## src/hdl/ptm_pkg.sv

```systemverilog
// Constants, register map and carrier types of the periodic timer unit.
// Assumes a single 20 MHz clock domain and an AXI4-Lite register slave.
package ptm_pkg;

  // ==========================================================
  // Sizes and timing
  localparam int CNT_W = 10;
  localparam int ADDR_W = 8;
  localparam int DATA_W = 32;
  localparam int CLK_PERIOD_NS = 50;
  localparam logic [CNT_W-1:0] CNT_ZERO = 10'h000;
  localparam logic [CNT_W-1:0] CNT_ONE = 10'h001;
  localparam logic [CNT_W-1:0] CNT_MAX = 10'h3ff;

  // ==========================================================
  // Register map (byte addresses)
  localparam logic [ADDR_W-1:0] OFS_CTRL0 = 8'h00;
  localparam logic [ADDR_W-1:0] OFS_CTRL1 = 8'h04;
  localparam logic [ADDR_W-1:0] OFS_COUNT = 8'h08;
  localparam logic [ADDR_W-1:0] OFS_COMPA = 8'h0c;
  localparam logic [ADDR_W-1:0] OFS_COMPP = 8'h10;
  localparam logic [ADDR_W-1:0] OFS_FLAGS = 8'h14;
  localparam int CTRL0_ON_BIT = 3;
  localparam int FLAG_A_BIT = 0;
  localparam int FLAG_P_BIT = 1;
  localparam logic [7:0] CTRL1_RESET = 8'h00;
  localparam logic [1:0] RESP_OKAY = 2'h0;
  localparam logic [1:0] RESP_SLVERR = 2'h2;

  // ==========================================================
  // Modes and action codes
  typedef enum logic [1:0] {
    MODE_CMP = 2'h0,
    MODE_CAP = 2'h1,
    MODE_PWM = 2'h2,
    MODE_TC = 2'h3
  } ptm_mode_e;

  localparam logic [1:0] ACT_NONE = 2'h0;
  localparam logic [1:0] ACT_LOW = 2'h1;
  localparam logic [1:0] ACT_HIGH = 2'h2;
  localparam logic [1:0] ACT_TOGGLE = 2'h3;
  localparam logic [1:0] PWM_INACTIVE = 2'h0;
  localparam logic [1:0] PWM_ACTIVE = 2'h1;
  localparam logic [1:0] PWM_WAVE = 2'h2;
  localparam logic [1:0] PWM_SINGLE = 2'h3;
  localparam logic [1:0] CAP_RISE = 2'h0;
  localparam logic [1:0] CAP_FALL = 2'h1;
  localparam logic [1:0] CAP_BOTH = 2'h2;
  localparam logic [1:0] CAP_OFF = 2'h3;

  // ==========================================================
  // Carriers
  typedef struct packed {
    ptm_mode_e mode;
    logic [1:0] action;
    logic init_level;
    logic invert;
    logic cap_src;
    logic clr_sel;
  } ptm_ctrl1_s;

  typedef struct packed {
    logic a;
    logic p;
  } ptm_match_s;

endpackage

```

## src/hdl/ptm_capture.sv

```systemverilog
// Capture trigger source select and edge detector.
// Assumes both trigger pins are synchronous to clk_in.
`timescale 1ns/1ps
module ptm_capture (
  // Clock and reset
  input wire logic clk_in,
  input wire logic resetn_in,
  // Pins
  input wire logic capture_input_pin_in,
  input wire logic timer_clock_pin_in,
  // Control
  input wire logic enable_in,
  input wire logic capture_source_select_in,
  input wire logic [1:0] edge_sel_in,
  // Event
  output logic event_out
);
  import ptm_pkg::*;

  logic prev_reg, prev_next;
  logic trig, rise, fall;

  // ==========================================================
  // Edge detection
  assign trig = capture_source_select_in ? timer_clock_pin_in : capture_input_pin_in;
  assign rise = trig & ~prev_reg;
  assign fall = ~trig & prev_reg;
  assign prev_next = trig;

  always_comb begin
    event_out = 1'b0;
    if (enable_in) begin
      unique case (edge_sel_in)
        CAP_RISE: event_out = rise;
        CAP_FALL: event_out = fall;
        CAP_BOTH: event_out = rise | fall;
        CAP_OFF: event_out = 1'b0;
      endcase
    end
  end

  // Source change can fake one edge; software should switch while off
  always_ff @(posedge clk_in or negedge resetn_in) begin
    if (!resetn_in) begin
      prev_reg <= 1'b0;
    end else begin
      prev_reg <= prev_next;
    end
  end

  chk_cap_off: assert property (
    @(posedge clk_in) disable iff (!resetn_in) (edge_sel_in == CAP_OFF) |-> !event_out)
    else $error("capture fired while disabled");

  chk_cap_rise: assert property (
    @(posedge clk_in) disable iff (!resetn_in)
    (enable_in && edge_sel_in == CAP_RISE && !capture_source_select_in &&
     capture_input_pin_in && !$past(capture_input_pin_in) &&
     $past(capture_source_select_in) == capture_source_select_in) |-> event_out)
    else $error("rising edge on capture pin missed");

endmodule

```

## src/hdl/ptm_counter.sv

```systemverilog
// 10-bit up counter with comparators A and P.
// Assumes run_in and restart_in come from the control flops of the top.
`timescale 1ns/1ps
module ptm_counter (
  // Clock and reset
  input wire logic clk_in,
  input wire logic resetn_in,
  // Control
  input wire logic run_in,
  input wire logic restart_in,
  input wire logic clear_on_a_in,
  input wire logic [ptm_pkg::CNT_W-1:0] compa_in,
  input wire logic [ptm_pkg::CNT_W-1:0] compp_in,
  // Status
  output logic [ptm_pkg::CNT_W-1:0] count_out,
  output ptm_pkg::ptm_match_s match_out
);
  import ptm_pkg::*;

  logic [CNT_W-1:0] count_reg, count_next;
  logic live, hit_a, hit_p;

  // ==========================================================
  // Comparators
  // The restart cycle still shows the old value, so matches are masked then
  assign live = run_in & ~restart_in;
  assign hit_a = live & (count_reg == compa_in);
  assign hit_p = live & ((compp_in == CNT_ZERO) ? (count_reg == CNT_MAX) :
                         (count_reg == compp_in));
  // One driver for the whole struct keeps strict tools happy
  assign match_out = '{a: hit_a, p: hit_p};
  assign count_out = count_reg;

  // ==========================================================
  // Counter
  always_comb begin
    count_next = count_reg;
    if (restart_in) begin
      count_next = CNT_ZERO;
    end else if (run_in) begin
      if (clear_on_a_in ? hit_a : hit_p) begin
        count_next = CNT_ZERO;
      end else begin
        count_next = count_reg + CNT_ONE;
      end
    end
  end

  always_ff @(posedge clk_in or negedge resetn_in) begin
    if (!resetn_in) begin
      count_reg <= CNT_ZERO;
    end else begin
      count_reg <= count_next;
    end
  end

  chk_restart_zero: assert property (
    @(posedge clk_in) disable iff (!resetn_in) restart_in |=> count_reg == CNT_ZERO)
    else $error("counter not zero after restart");

  chk_hold_off: assert property (
    @(posedge clk_in) disable iff (!resetn_in) !run_in |=> $stable(count_reg))
    else $error("counter moved while off");

  chk_clear_a: assert property (
    @(posedge clk_in) disable iff (!resetn_in)
    (clear_on_a_in && match_out.a) |=> count_reg == CNT_ZERO)
    else $error("counter not cleared by match A");

endmodule

```

## src/hdl/ptm_top.sv

```systemverilog
// Periodic timer unit: AXI4-Lite register slave, mode control and pin logic.
// Assumes one 20 MHz clock, synchronous pins and an external pad for the pin.
//
// Contract
// - Compare mode, match A: 00 keep, 01 low, 10 high, 11 toggle pin.
// - PWM mode action: 00 inactive, 01 active, 10 waveform, 11 single pulse.
// - Capture action: 00 rising, 01 falling, 10 both edges, 11 disabled.
// - Counter-on rising edge restores pin to its initial level in compare mode.
// - Level bit: initial level in compare, active level in PWM, unused in timer.
// - Invert bit flips the pin; no effect in timer/counter mode.
// - Capture source: 0 capture pin, 1 timer clock pin.
// - Clear select 1 clears on match A; 0 on match P or overflow.
// - Clear select ignored in PWM, single pulse and capture modes.
// - Compare mode with clear select 0 sets both match flags.
// - Compare mode with clear select 1 never sets the P flag.
// - Of the two matches, only match A changes the pin in compare mode.
// - Timer/counter mode acts like compare mode but leaves the pin undriven.
// - PWM: P sets period and clears, A sets duty, both flag.
// - P of zero gives 1024-count period; duty at or above period is 100%.
// - PWM generation keeps running while the output is forced.
// - Counter-on rising clears the counter; falling holds the value.
`timescale 1ns/1ps
module ptm_top (
  // Clock and reset
  input wire logic clk_in,
  input wire logic resetn_in,
  // AXI4-Lite write address and data
  input wire logic [ptm_pkg::ADDR_W-1:0] s_axi_awaddr_in,
  input wire logic s_axi_awvalid_in,
  output logic s_axi_awready_out,
  input wire logic [ptm_pkg::DATA_W-1:0] s_axi_wdata_in,
  input wire logic [3:0] s_axi_wstrb_in,
  input wire logic s_axi_wvalid_in,
  output logic s_axi_wready_out,
  // AXI4-Lite write response
  output logic [1:0] s_axi_bresp_out,
  output logic s_axi_bvalid_out,
  input wire logic s_axi_bready_in,
  // AXI4-Lite read
  input wire logic [ptm_pkg::ADDR_W-1:0] s_axi_araddr_in,
  input wire logic s_axi_arvalid_in,
  output logic s_axi_arready_out,
  output logic [ptm_pkg::DATA_W-1:0] s_axi_rdata_out,
  output logic [1:0] s_axi_rresp_out,
  output logic s_axi_rvalid_out,
  input wire logic s_axi_rready_in,
  // Pins
  input wire logic capture_input_pin_in,
  input wire logic timer_clock_pin_in,
  output logic timer_output_pin_out,
  output logic timer_output_pin_oe_out
);
  import ptm_pkg::*;

  // ==========================================================
  // Declarations
  logic on_reg, on_next, on_prev_reg;
  ptm_ctrl1_s ctrl1_reg, ctrl1_next;
  logic [CNT_W-1:0] compa_reg, compa_next, compp_reg, compp_next, count;
  logic flag_a_reg, flag_a_next, flag_p_reg, flag_p_next;
  logic level_reg, level_next, pin_reg, pin_next, oe_reg, oe_next;
  logic aw_full_reg, aw_full_next, w_full_reg, w_full_next;
  logic [ADDR_W-1:0] aw_addr_reg, aw_addr_next;
  logic [DATA_W-1:0] w_data_reg, w_data_next;
  logic [3:0] w_strb_reg, w_strb_next;
  logic awready_reg, wready_reg, bvalid_reg, bvalid_next, arready_reg, rvalid_reg, rvalid_next;
  logic [1:0] bresp_reg, bresp_next, rresp_reg, rresp_next;
  logic [DATA_W-1:0] rdata_reg, rdata_next;
  ptm_match_s match;
  logic restart, is_cmp, is_cap, is_pwm, is_tc, clear_on_a, single, pwm_active;
  logic cap_evt, a_set, p_set, do_write, wr_hit, ar_take, flag_clr, base, force_lvl;

  function automatic logic [CNT_W-1:0] merge10(input logic [CNT_W-1:0] old,
                                               input logic [DATA_W-1:0] data,
                                               input logic [3:0] strb);
    merge10 = {strb[1] ? data[CNT_W-1:8] : old[CNT_W-1:8], strb[0] ? data[7:0] : old[7:0]};
  endfunction

  // ==========================================================
  // Mode decode
  assign restart = on_reg & ~on_prev_reg;
  assign is_cmp = ctrl1_reg.mode == MODE_CMP;
  assign is_cap = ctrl1_reg.mode == MODE_CAP;
  assign is_pwm = ctrl1_reg.mode == MODE_PWM;
  assign is_tc = ctrl1_reg.mode == MODE_TC;
  // Single pulse ignores compare P, so only match A may end the count
  assign clear_on_a = ((is_cmp | is_tc) & ctrl1_reg.clr_sel) | single;
  assign single = is_pwm & (ctrl1_reg.action == PWM_SINGLE);
  assign a_set = is_cap ? cap_evt : match.a;
  assign p_set = match.p & ~clear_on_a & ~single;
  // Duty at or above a nonzero period stays active through the P match count
  assign pwm_active = (count < compa_reg) ||
                      ((compp_reg != CNT_ZERO) && (compa_reg >= compp_reg));
  assign force_lvl = ~ctrl1_reg.init_level ^ ctrl1_reg.invert;

  ptm_counter u_counter (
    .clk_in(clk_in),
    .resetn_in(resetn_in),
    .run_in(on_reg),
    .restart_in(restart),
    .clear_on_a_in(clear_on_a),
    .compa_in(compa_reg),
    .compp_in(compp_reg),
    .count_out(count),
    .match_out(match)
  );

  ptm_capture u_capture (
    .clk_in(clk_in),
    .resetn_in(resetn_in),
    .capture_input_pin_in(capture_input_pin_in),
    .timer_clock_pin_in(timer_clock_pin_in),
    .enable_in(is_cap & on_reg),
    .capture_source_select_in(ctrl1_reg.cap_src),
    .edge_sel_in(ctrl1_reg.action),
    .event_out(cap_evt)
  );

  // ==========================================================
  // AXI4-Lite handshakes
  assign do_write = aw_full_reg & w_full_reg & ~bvalid_reg;
  assign ar_take = s_axi_arvalid_in & arready_reg;
  assign wr_hit = (aw_addr_reg == OFS_CTRL0) || (aw_addr_reg == OFS_CTRL1) ||
                  (aw_addr_reg == OFS_COUNT) || (aw_addr_reg == OFS_COMPA) ||
                  (aw_addr_reg == OFS_COMPP) || (aw_addr_reg == OFS_FLAGS);

  always_comb begin
    aw_full_next = aw_full_reg ? ~do_write : (s_axi_awvalid_in & awready_reg);
    w_full_next = w_full_reg ? ~do_write : (s_axi_wvalid_in & wready_reg);
    aw_addr_next = (s_axi_awvalid_in & awready_reg) ? s_axi_awaddr_in : aw_addr_reg;
    w_data_next = (s_axi_wvalid_in & wready_reg) ? s_axi_wdata_in : w_data_reg;
    w_strb_next = (s_axi_wvalid_in & wready_reg) ? s_axi_wstrb_in : w_strb_reg;
    bvalid_next = bvalid_reg ? ~s_axi_bready_in : do_write;
    bresp_next = do_write ? (wr_hit ? RESP_OKAY : RESP_SLVERR) : bresp_reg;
    rvalid_next = rvalid_reg ? ~s_axi_rready_in : ar_take;
    rdata_next = rdata_reg;
    rresp_next = rresp_reg;
    if (ar_take) begin
      rresp_next = RESP_OKAY;
      unique case (s_axi_araddr_in)
        OFS_CTRL0: rdata_next = DATA_W'({on_reg, 3'h0});
        OFS_CTRL1: rdata_next = DATA_W'(ctrl1_reg);
        OFS_COUNT: rdata_next = DATA_W'(count);
        OFS_COMPA: rdata_next = DATA_W'(compa_reg);
        OFS_COMPP: rdata_next = DATA_W'(compp_reg);
        OFS_FLAGS: rdata_next = DATA_W'({flag_p_reg, flag_a_reg});
        default: begin
          rdata_next = '0;
          rresp_next = RESP_SLVERR;
        end
      endcase
    end
  end

  // ==========================================================
  // Control registers and flags
  assign flag_clr = do_write & w_strb_reg[0] & (aw_addr_reg == OFS_FLAGS);

  always_comb begin
    on_next = on_reg;
    ctrl1_next = ctrl1_reg;
    compa_next = compa_reg;
    compp_next = compp_reg;
    // Match A ends a single pulse by dropping counter-on
    if (single & match.a) begin
      on_next = 1'b0;
    end
    if (do_write) begin
      if ((aw_addr_reg == OFS_CTRL0) && w_strb_reg[0]) begin
        on_next = w_data_reg[CTRL0_ON_BIT];
      end
      if ((aw_addr_reg == OFS_CTRL1) && w_strb_reg[0]) begin
        ctrl1_next = ptm_ctrl1_s'(w_data_reg[7:0]);
      end
      if (aw_addr_reg == OFS_COMPA) begin
        compa_next = merge10(compa_reg, w_data_reg, w_strb_reg);
      end
      if (aw_addr_reg == OFS_COMPP) begin
        compp_next = merge10(compp_reg, w_data_reg, w_strb_reg);
      end
    end
    // A capture beats a software write landing in the same cycle
    if (cap_evt) begin
      compa_next = count;
    end
    // Write one clears; a new event in the same cycle wins
    flag_a_next = (flag_a_reg & ~(flag_clr & w_data_reg[FLAG_A_BIT])) | a_set;
    flag_p_next = (flag_p_reg & ~(flag_clr & w_data_reg[FLAG_P_BIT])) | p_set;
  end

  // ==========================================================
  // Output pin
  always_comb begin
    level_next = level_reg;
    if (restart) begin
      level_next = ctrl1_reg.init_level;
    end else if (is_cmp & match.a) begin
      unique case (ctrl1_reg.action)
        ACT_NONE: level_next = level_reg;
        ACT_LOW: level_next = 1'b0;
        ACT_HIGH: level_next = 1'b1;
        ACT_TOGGLE: level_next = ~level_reg;
      endcase
    end
    base = level_next;
    if (is_pwm) begin
      // Counter runs regardless of the forced codes
      unique case (ctrl1_reg.action)
        PWM_INACTIVE: base = ~ctrl1_reg.init_level;
        PWM_ACTIVE: base = ctrl1_reg.init_level;
        PWM_WAVE: base = pwm_active ? ctrl1_reg.init_level : ~ctrl1_reg.init_level;
        PWM_SINGLE: base = on_next ? ctrl1_reg.init_level : ~ctrl1_reg.init_level;
      endcase
    end
    pin_next = base ^ ctrl1_reg.invert;
    oe_next = is_cmp | is_pwm;
  end

  // ==========================================================
  // Registers
  always_ff @(posedge clk_in or negedge resetn_in) begin
    if (!resetn_in) begin
      on_reg <= 1'b0;
      on_prev_reg <= 1'b0;
      ctrl1_reg <= ptm_ctrl1_s'(CTRL1_RESET);
      compa_reg <= CNT_ZERO;
      compp_reg <= CNT_ZERO;
      flag_a_reg <= 1'b0;
      flag_p_reg <= 1'b0;
      level_reg <= 1'b0;
      pin_reg <= 1'b0;
      oe_reg <= 1'b0;
      aw_full_reg <= 1'b0;
      w_full_reg <= 1'b0;
      aw_addr_reg <= '0;
      w_data_reg <= '0;
      w_strb_reg <= '0;
      awready_reg <= 1'b0;
      wready_reg <= 1'b0;
      bvalid_reg <= 1'b0;
      bresp_reg <= RESP_OKAY;
      arready_reg <= 1'b0;
      rvalid_reg <= 1'b0;
      rdata_reg <= '0;
      rresp_reg <= RESP_OKAY;
    end else begin
      on_reg <= on_next;
      on_prev_reg <= on_reg;
      ctrl1_reg <= ctrl1_next;
      compa_reg <= compa_next;
      compp_reg <= compp_next;
      flag_a_reg <= flag_a_next;
      flag_p_reg <= flag_p_next;
      level_reg <= level_next;
      pin_reg <= pin_next;
      oe_reg <= oe_next;
      aw_full_reg <= aw_full_next;
      w_full_reg <= w_full_next;
      aw_addr_reg <= aw_addr_next;
      w_data_reg <= w_data_next;
      w_strb_reg <= w_strb_next;
      awready_reg <= ~aw_full_next;
      wready_reg <= ~w_full_next;
      bvalid_reg <= bvalid_next;
      bresp_reg <= bresp_next;
      arready_reg <= ~rvalid_next;
      rvalid_reg <= rvalid_next;
      rdata_reg <= rdata_next;
      rresp_reg <= rresp_next;
    end
  end

  assign s_axi_awready_out = awready_reg;
  assign s_axi_wready_out = wready_reg;
  assign s_axi_bvalid_out = bvalid_reg;
  assign s_axi_bresp_out = bresp_reg;
  assign s_axi_arready_out = arready_reg;
  assign s_axi_rvalid_out = rvalid_reg;
  assign s_axi_rdata_out = rdata_reg;
  assign s_axi_rresp_out = rresp_reg;
  assign timer_output_pin_out = pin_reg;
  assign timer_output_pin_oe_out = oe_reg;

  // ==========================================================
  // Checks
  chk_cmp_low: assert property (
    @(posedge clk_in) disable iff (!resetn_in)
    (is_cmp && match.a && !restart && ctrl1_reg.action == ACT_LOW) |=> !level_reg)
    else $error("compare low action did not drive low");

  chk_restart_level: assert property (
    @(posedge clk_in) disable iff (!resetn_in)
    $rose(on_reg) |=> level_reg == $past(ctrl1_reg.init_level))
    else $error("restart did not restore initial level");

  chk_pwm_force: assert property (
    @(posedge clk_in) disable iff (!resetn_in)
    (is_pwm && ctrl1_reg.action == PWM_INACTIVE && $stable(ctrl1_reg)) |=>
    pin_reg == $past(force_lvl))
    else $error("forced inactive level wrong");

  chk_pwm_full: assert property (
    @(posedge clk_in) disable iff (!resetn_in)
    (is_pwm && ctrl1_reg.action == PWM_WAVE && compp_reg != CNT_ZERO &&
     compa_reg >= compp_reg) |=> pin_reg == !$past(force_lvl))
    else $error("full duty not held active");

  chk_cmp_pin: assert property (
    @(posedge clk_in) disable iff (!resetn_in)
    is_cmp |=> pin_reg == (level_reg ^ $past(ctrl1_reg.invert)))
    else $error("pin is not level xor invert");

  chk_tc_no_drive: assert property (
    @(posedge clk_in) disable iff (!resetn_in) (is_tc || is_cap) |=> !oe_reg)
    else $error("pin driven in timer or capture mode");

  chk_no_p_flag: assert property (
    @(posedge clk_in) disable iff (!resetn_in)
    (is_cmp && ctrl1_reg.clr_sel && !flag_p_reg) |=> !flag_p_reg)
    else $error("P flag set with clear select on A");

  chk_flag_set_wins: assert property (
    @(posedge clk_in) disable iff (!resetn_in) a_set |=> flag_a_reg)
    else $error("match A flag lost");

endmodule
```

## config.mk

```make
export PLATFORM = sky130hd
export DESIGN_NAME = ptm_top
export DESIGN_NICKNAME = d
export VERILOG_FILES = /design/src/hdl/ptm_pkg.sv /design/src/hdl/ptm_capture.sv /design/src/hdl/ptm_counter.sv /design/src/hdl/ptm_top.sv
export SDC_FILE = /design/constraint.sdc
export NUM_CORES = 1
export LEC_CHECK = 0
export BUFFER_PORTS_ARGS = -buffer_cell sky130_fd_sc_hd__buf_4
export CAP_MARGIN = 20
export CORE_ASPECT_RATIO = 1.5
export CORE_UTILIZATION = 59
export DETAILED_ROUTE_END_ITERATION = 10
export HOLD_SLACK_MARGIN = 0.08
export MAX_ROUTING_LAYER = met4
export PLACE_DENSITY_LB_ADDON = 0.25
export SLEW_MARGIN = 10
export SYNTH_ARGS = -nofsm -noshare
export SYNTH_HDL_FRONTEND = slang
export SYNTH_SLANG_ARGS = --single-unit
```

## constraint.sdc

```tcl
create_clock -name clk_in -period 3.2 [get_ports clk_in]
set_clock_uncertainty 0.05 [all_clocks]
set_input_delay 0.32 -clock clk_in [delete_from_list [all_inputs] [get_ports clk_in]]
set_output_delay 0.32 -clock clk_in [all_outputs]
set_load 0.02 [all_outputs]
```

==> results of run 1 <==
## cell usage in the layout, fill, tap and decap left out, types with 10 or more instances in the layout
cell type / Yosys / routed
ha_1: 26 / 26
conb_1: 1 / 24
mux2i_1: 23 / 23
nor2_1: 19 / 19
mux2_2: 37 / 37
buf_4: 24 / 64
nand3_1: 10 / 10
nand2_1: 25 / 25
dfrtp_1: 85 / 85
inv_1: 37 / 37
a21oi_1: 18 / 18
o21ai_0: 26 / 26
## path summary, 6_finish.rpt
check | start | endpoint | cells after the start | slack, ps
hold / removal | s_axi_bready_in | s_axi_bvalid_out$_DFF_PN0_ | 2 | 110
max in group asynchronous | resetn_in | w_data_reg[5]$_DFFE_PN0P_ | 3 | 1890
hold reg to reg | s_axi_rdata_out[3]$_DFFE_PN0P_ | s_axi_rdata_out[3]$_DFFE_PN0P_ | 1 | 440
min in group asynchronous | resetn_in | s_axi_rdata_out[0]$_DFFE_PN0P_ | 2 | 510
setup reg to reg | ctrl1_reg[6]$_DFFE_PN0P_ | u_counter.count_out[0]$_DFFE_PN0P_ | 9 | 540
setup / recovery | ctrl1_reg[6]$_DFFE_PN0P_ | u_counter.count_out[0]$_DFFE_PN0P_ | 9 | 540
## stage by stage
step,area (um2),std cells
after floorplan,5051,502
after global placement,5396,627
after detailed placement,5396,627
after CTS,5689,643
after global routing,5697,644
final,5697,644
## per-layer routing
metal / vias up / share of wire (%) / routed length [um] / GRT usage, %
li1: 1787 / - / - / -
met1: 1898 / 38 / 4590 / 33.18
met2: 161 / 51 / 6146 / 51.55
met3: 54 / 4.6 / 559 / 4.861
met4: 0 / 6.6 / 798 / 23.46
met5: - / 0 / 0 / -
## cell families after synthesis
kind of cell	Yosys count
multiplexers	61
AND/OR/NAND/NOR	113
AO/OA/AOI/OAI	106
buffers and inverters	80
flip-flops	85
other	1
XOR/XNOR	7
adder cells (fa/ha/maj)	26
## cell type report
class	instances	area, um2	share of cell area (%)
Clock buffer	11	232.7	4.085
Clock inverter	4	50.05	0.8785
Inverter	37	138.9	2.438
Multi-Input combinational cell	337	2526	44.34
Sequential cell	85	2127	37.34
Tap cell	105	131.4	2.306
Timing Repair Buffer	65	490.5	8.610
## power by group through the flow
| stage | registers [mW] | logic [mW] | clock network (mW) |
|---|---|---|---|
| 3_3_place_gp | 1.56 | 0.922 | 0 |
| 3_5_place_dp | 1.57 | 0.959 | 0 |
| 5_1_grt | 1.59 | 1.06 | 1.07 |
| 4_1_cts | 1.56 | 0.967 | 1.02 |
| 6_report | 1.56 | 0.965 | 1.01 |
| 2_1_floorplan | 1.52 | 0.687 | 0 |
## worst max-delay path: stages (launching register included)
cell	delay, ps
dfrtp_1	510
inv_1	110
ha_1	270
and3_1	210
a21oi_1	240
o2111ai_1	180
a2111oi_2	350
nand3_2	280
nand2_1	230
mux2i_1	110
==> impl_metrics.ini, run 1 <==
[run_status]
outcome = complete, no violations

[drt]
vias = 3900
finalWirelength_um = 12090
initialDrtViolationCount = 288
detail-route-antenna-nets = 0
routedWlPerCell_um = 18.78
avgViaCountPerCell = 6.056
post_route_drc_violation_count = 0
drtPass1Iterations = 4

[power]
areal_power_density_over_the_cells_nw_per_um2 = 619.5
total_power_mw = 3.529
power.switching_mw = 1.188
power.ir.vdd_worst_mv = 0.5321
clock_power_share_pct = 28.5
total_leakage_power_nw = 2.627
seqPwrFrac_pct = 44.1
combinationalPowerShare_pct = 27.4
switching_share_pct = 33.66
p_int_mw = 2.341

[final_layout]
finalCoreUtilization_pct = 70.26
n_fill_cell = 625
antennaDiodeCount = 0
drive_gt1_share_pct = 24.49
synthToLayoutAreaGrowth_pct = 14.74
nNetsFinal = 622

[synthesis]
synth_area_leaders = dfrtp_1, mux2_2, ha_1, mux2i_1, buf_4
synth.mux.area_fraction_pct = 13.26
postSynthCellCount = 479
netlist_top_cells_count = dfrtp_1, inv_1, mux2_2
synth.yosys.seq_area_share_pct = 42.84
synth_enable_flop_cells = 0
synth_top_family_by_area = compound AO/OA/AOI/OAI gates
yosys.area_share.adder_pct = 6.552
synthesis.area_per_instance_um2 = 10.36
synth_seq_cells = 85
synth-compound-area-share_pct = 14.92
post-synth-top-area-fraction_pct = 42.84
synth.lib_cells_used.distinct = 62
synth_warnings = 0
synthArstFlopShare_pct = 100.0
yosys.area.top_type = dfrtp_1
synth_ff_type = dfrtp_1
mappedNetlistArea_um2 = 4965
post_synthesis_simple_gate_area_fraction_pct = 13.10
synthMostInstantiatedCell = dfrtp_1
yosys.area_share.xor_xnor_pct = 1.235

[sta]
slew_limit_headroom_pct = 44.84
setup_repair_after_global_routing_missed_its_margin = no
postLayoutSetupSlackWorst_ps = 535.5
hold-worst-slack_ps = 108.5
timing_max_transition_violations_final = 0
setup-violations-final = 0
hold_viol_final = 0
fmax_ghz = 0.3753
min_cycle_time_layout_ps = 2664
period_share_pct = 83.26
worst_pin_slew_ps = 826.9
fin_tns_setup_ps = 0

[floorplanning]
die_area_um2 = 8794
die-height_um = 114.4
top_level_ports = 104
core_region_area_um2 = 8108
start_util_pct = 61.23
rows = 40
die_w_um = 76.90

[setup_path]
endpoint_kind = register
critPathKind = reg2reg
critical_path.max_fanout = 8
cp-start-kind = register
cp.arrival_ps = 2830
timing.critical_path.required_ps = 3360

[grt]
number_of_global_route_vias_before_repair = 4044
global_route_wire_length_before_repair_um = 19880
globalRouteTotalUtil_pct = 31.00
grt_max_degree = 52
initial_antenna_violation_count = 0
grt_overflow = 0

[place]
portBuffers = 55
final_weighted_congestion_in_routability_driven_placement = 0.9544
dpl_worst_slack_ps = 521.3
hpwlAfterDp_um = 9221

[cts]
clk_pin_slew_worst_paths_ps = 60
clock_network_latency_to_the_later_pin_of_the_worst_skew_pair_ps = 340
postCtsSetupRepairBufs = 0
clockBufferDepth = 2
tritoncts = built
ctsResizeCount = 0
hold_buffers = 1
cts-root-buf = clkbuf_16
clock_sink_count = 85
htree_num_levels = 3
cts_buffers = 9

[flow_run]
maxCapViolCount = 0

[hold_path]
hold_class = in2reg
Power figures use the tool's default switching activity.
==> inputs of run 2 (changes only) <==
Settings changed: CORE_UTILIZATION 59 to 50.
Clock period 3.2 ns to 2.3 ns, I/O delays scaled along.
==> run 2 against run 1 <==
Combinational power rose by 81%. Routed wire length increased by 10%. Critical path depth is 1 lower. Global-route usage fell by 3.1 points. Design area is 15% higher. Critical path type unchanged. Sequential share of layout area down 4.7 points. Die area rose by 18%. Highest routed layer unchanged. Worst hold slack worse by 24 ps. The run now ends with negative setup slack left.
==> impl_metrics.ini, run 2 (synthesized netlist as in run 1, its figures left out) <==
[run_status]
outcome = finished with violations
failed_checks = negative setup slack

[drt]
detail-route-antenna-nets = 0
finalWirelength_um = 13320
avgViaCountPerCell = 5.596
drtPass1Iterations = 4
post_route_drc_violation_count = 0
routedWlPerCell_um = 17.95
vias = 4152
initialDrtViolationCount = 236

[power]
power.ir.vdd_worst_mv = 0.7058
switching_share_pct = 33.56
combinationalPowerShare_pct = 33.1
seqPwrFrac_pct = 39.8
power.switching_mw = 1.777
total_power_mw = 5.295
areal_power_density_over_the_cells_nw_per_um2 = 809.5
clock_power_share_pct = 27.1
total_leakage_power_nw = 3.093
p_int_mw = 3.518

[setup_path]
critPathKind = reg2reg
timing.critical_path.required_ps = 2460
cp-start-kind = register
cp.arrival_ps = 2480
endpoint_kind = register
critical_path.max_fanout = 5
worst_r2r_path_depth = 8

[cts]
clockBufferDepth = 2
clk_pin_slew_worst_paths_ps = 70
htree_num_levels = 3
tritoncts = built
cts_buffers = 9
cts-root-buf = clkbuf_16
clock_sink_count = 85
clock_network_latency_to_the_later_pin_of_the_worst_skew_pair_ps = 350

[floorplanning]
die-height_um = 124.0
rows = 44
die_w_um = 83.36
die_area_um2 = 10340
top_level_ports = 104
core_region_area_um2 = 9689
start_util_pct = 51.24

[sta]
setup-violations-final = 7
worst_pin_slew_ps = 606.3
setup_repair_after_global_routing_missed_its_margin = yes
slew_limit_headroom_pct = 59.58
postLayoutSetupSlackWorst_ps = -14.13
fin_tns_setup_ps = -49.42
fmax_ghz = 0.4321
period_share_pct = 100.6
timing_max_transition_violations_final = 0
min_cycle_time_layout_ps = 2314
hold_viol_final = 0

[grt]
globalRouteTotalUtil_pct = 27.91
number_of_global_route_vias_before_repair = 4136
initial_antenna_violation_count = 0
grt_overflow = 0
grt_max_degree = 46
global_route_wire_length_before_repair_um = 21290

[final_layout]
finalCoreUtilization_pct = 67.51
antennaDiodeCount = 0
synthToLayoutAreaGrowth_pct = 31.75
stdcell_area_um2 = 6541
drive_gt1_share_pct = 34.13
final_cell_mix = buf_4, dfrtp_1, inv_1, mux2_2, ha_1
most_common_cell_after_layout_fill_and_taps_aside = buf_4
n_fill_cell = 758
nNetsFinal = 709

[hold_path]
hold_class = in2reg
hold-path-cell-count = 3

[place]
hpwlAfterDp_um = 10330
dpl_cell_area_um2 = 5887
portBuffers = 55
final_weighted_congestion_in_routability_driven_placement = 0.9541

[flow_run]
maxCapViolCount = 0
==> run 2: cell types whose count changed in the layout (fill, tap and decap cells not counted), moves of 3 or more <==
cell	delta
buf_4	+61
buf_6	+3
dfrtp_1	-5
dfrtp_2	+5
dlygate4sd3_1	+22
nor3_1	-3
nor3_2	+3
o21ai_0	-4
o21ai_1	+4
==> run 2: final timing paths <==
kind                                           startpoint                                  to  slack (ps)
max                              compp_reg[6]$_DFFE_PN0P_  u_counter.count_out[5]$_DFFE_PN0P_         -10
max in group asynchronous                       resetn_in            compa_reg[9]$_DFFE_PN0P_        1060
min                                      s_axi_arvalid_in      s_axi_rresp_out[1]$_DFFE_PN0P_          80
max reg2reg                      compp_reg[6]$_DFFE_PN0P_  u_counter.count_out[5]$_DFFE_PN0P_         -10
min reg2reg                s_axi_rresp_out[1]$_DFFE_PN0P_      s_axi_rresp_out[1]$_DFFE_PN0P_         450
min in group asynchronous                       resetn_in           w_data_reg[8]$_DFFE_PN0P_         380
==> run 2: area by class of cell <==
class / count / area, um2 / area share [%]
Clock inverter: 6 / 63.81 / 0.9755
Tap cell: 115 / 143.9 / 2.200
Inverter: 37 / 138.9 / 2.123
Sequential cell: 85 / 2133 / 32.61
Multi-Input combinational cell: 337 / 2610 / 39.90
Clock buffer: 10 / 229.0 / 3.500
Timing Repair Buffer: 152 / 1222 / 18.69
==> run 2: per-layer routing <==
| layer | GRT usage [%] | vias up | part of all wire [%] |
|---|---|---|---|
| met5 | - | - | 0 |
| met4 | 13.47 | 0 | 3.2 |
| met3 | 4.838 | 36 | 4.5 |
| met2 | 49.95 | 145 | 53 |
| met1 | 30.15 | 2004 | 39 |
| li1 | - | 1967 | - |
==> run 2: metrics by stage <==
| step | hold slack (ps) | setup WS [ps] | instances |
|---|---|---|---|
| floorplan | -115.6 | 87.60 | 502 |
| finish | 84.78 | -14.13 | 742 |
| global route | 89.87 | -146.9 | 742 |
| CTS | 84.88 | 10.72 | 738 |
| detailed placement | 225.5 | -117.9 | 699 |
| global placement | 215.7 | -68.41 | 699 |
==> run 2: worst max-delay path, cell delays in order, from the launching register on <==
cell,delay (ps)
dfrtp_1,420
nor4_4,350
and3_4,280
o211ai_1,130
a2111oi_2,430
nand3_2,170
buf_6,180
o211ai_1,80
o21ai_0,100
==> run 2: what timing repair did <==
| action | CTS | global route |
|---|---|---|
| hold buffers | 23 | 0 |
| endpoints found under the setup margin | 7 | 15 |
| gates resized for setup | 6 | 21 |
| setup buffers | 0 | 4 |
| pin swaps | 3 | 10 |
| hold endpoints to repair | 65 | 0 |
==> run 2: power groups by stage <==
stage | clock [mW] | combinational (mW) | sequential [mW]
2_1_floorplan | 0 | 0.956 | 2.11
3_3_place_gp | 0 | 1.59 | 2.11
3_5_place_dp | 0 | 1.63 | 2.13
4_1_cts | 1.47 | 1.68 | 2.11
5_1_grt | 1.51 | 1.90 | 2.15
6_report | 1.44 | 1.75 | 2.11
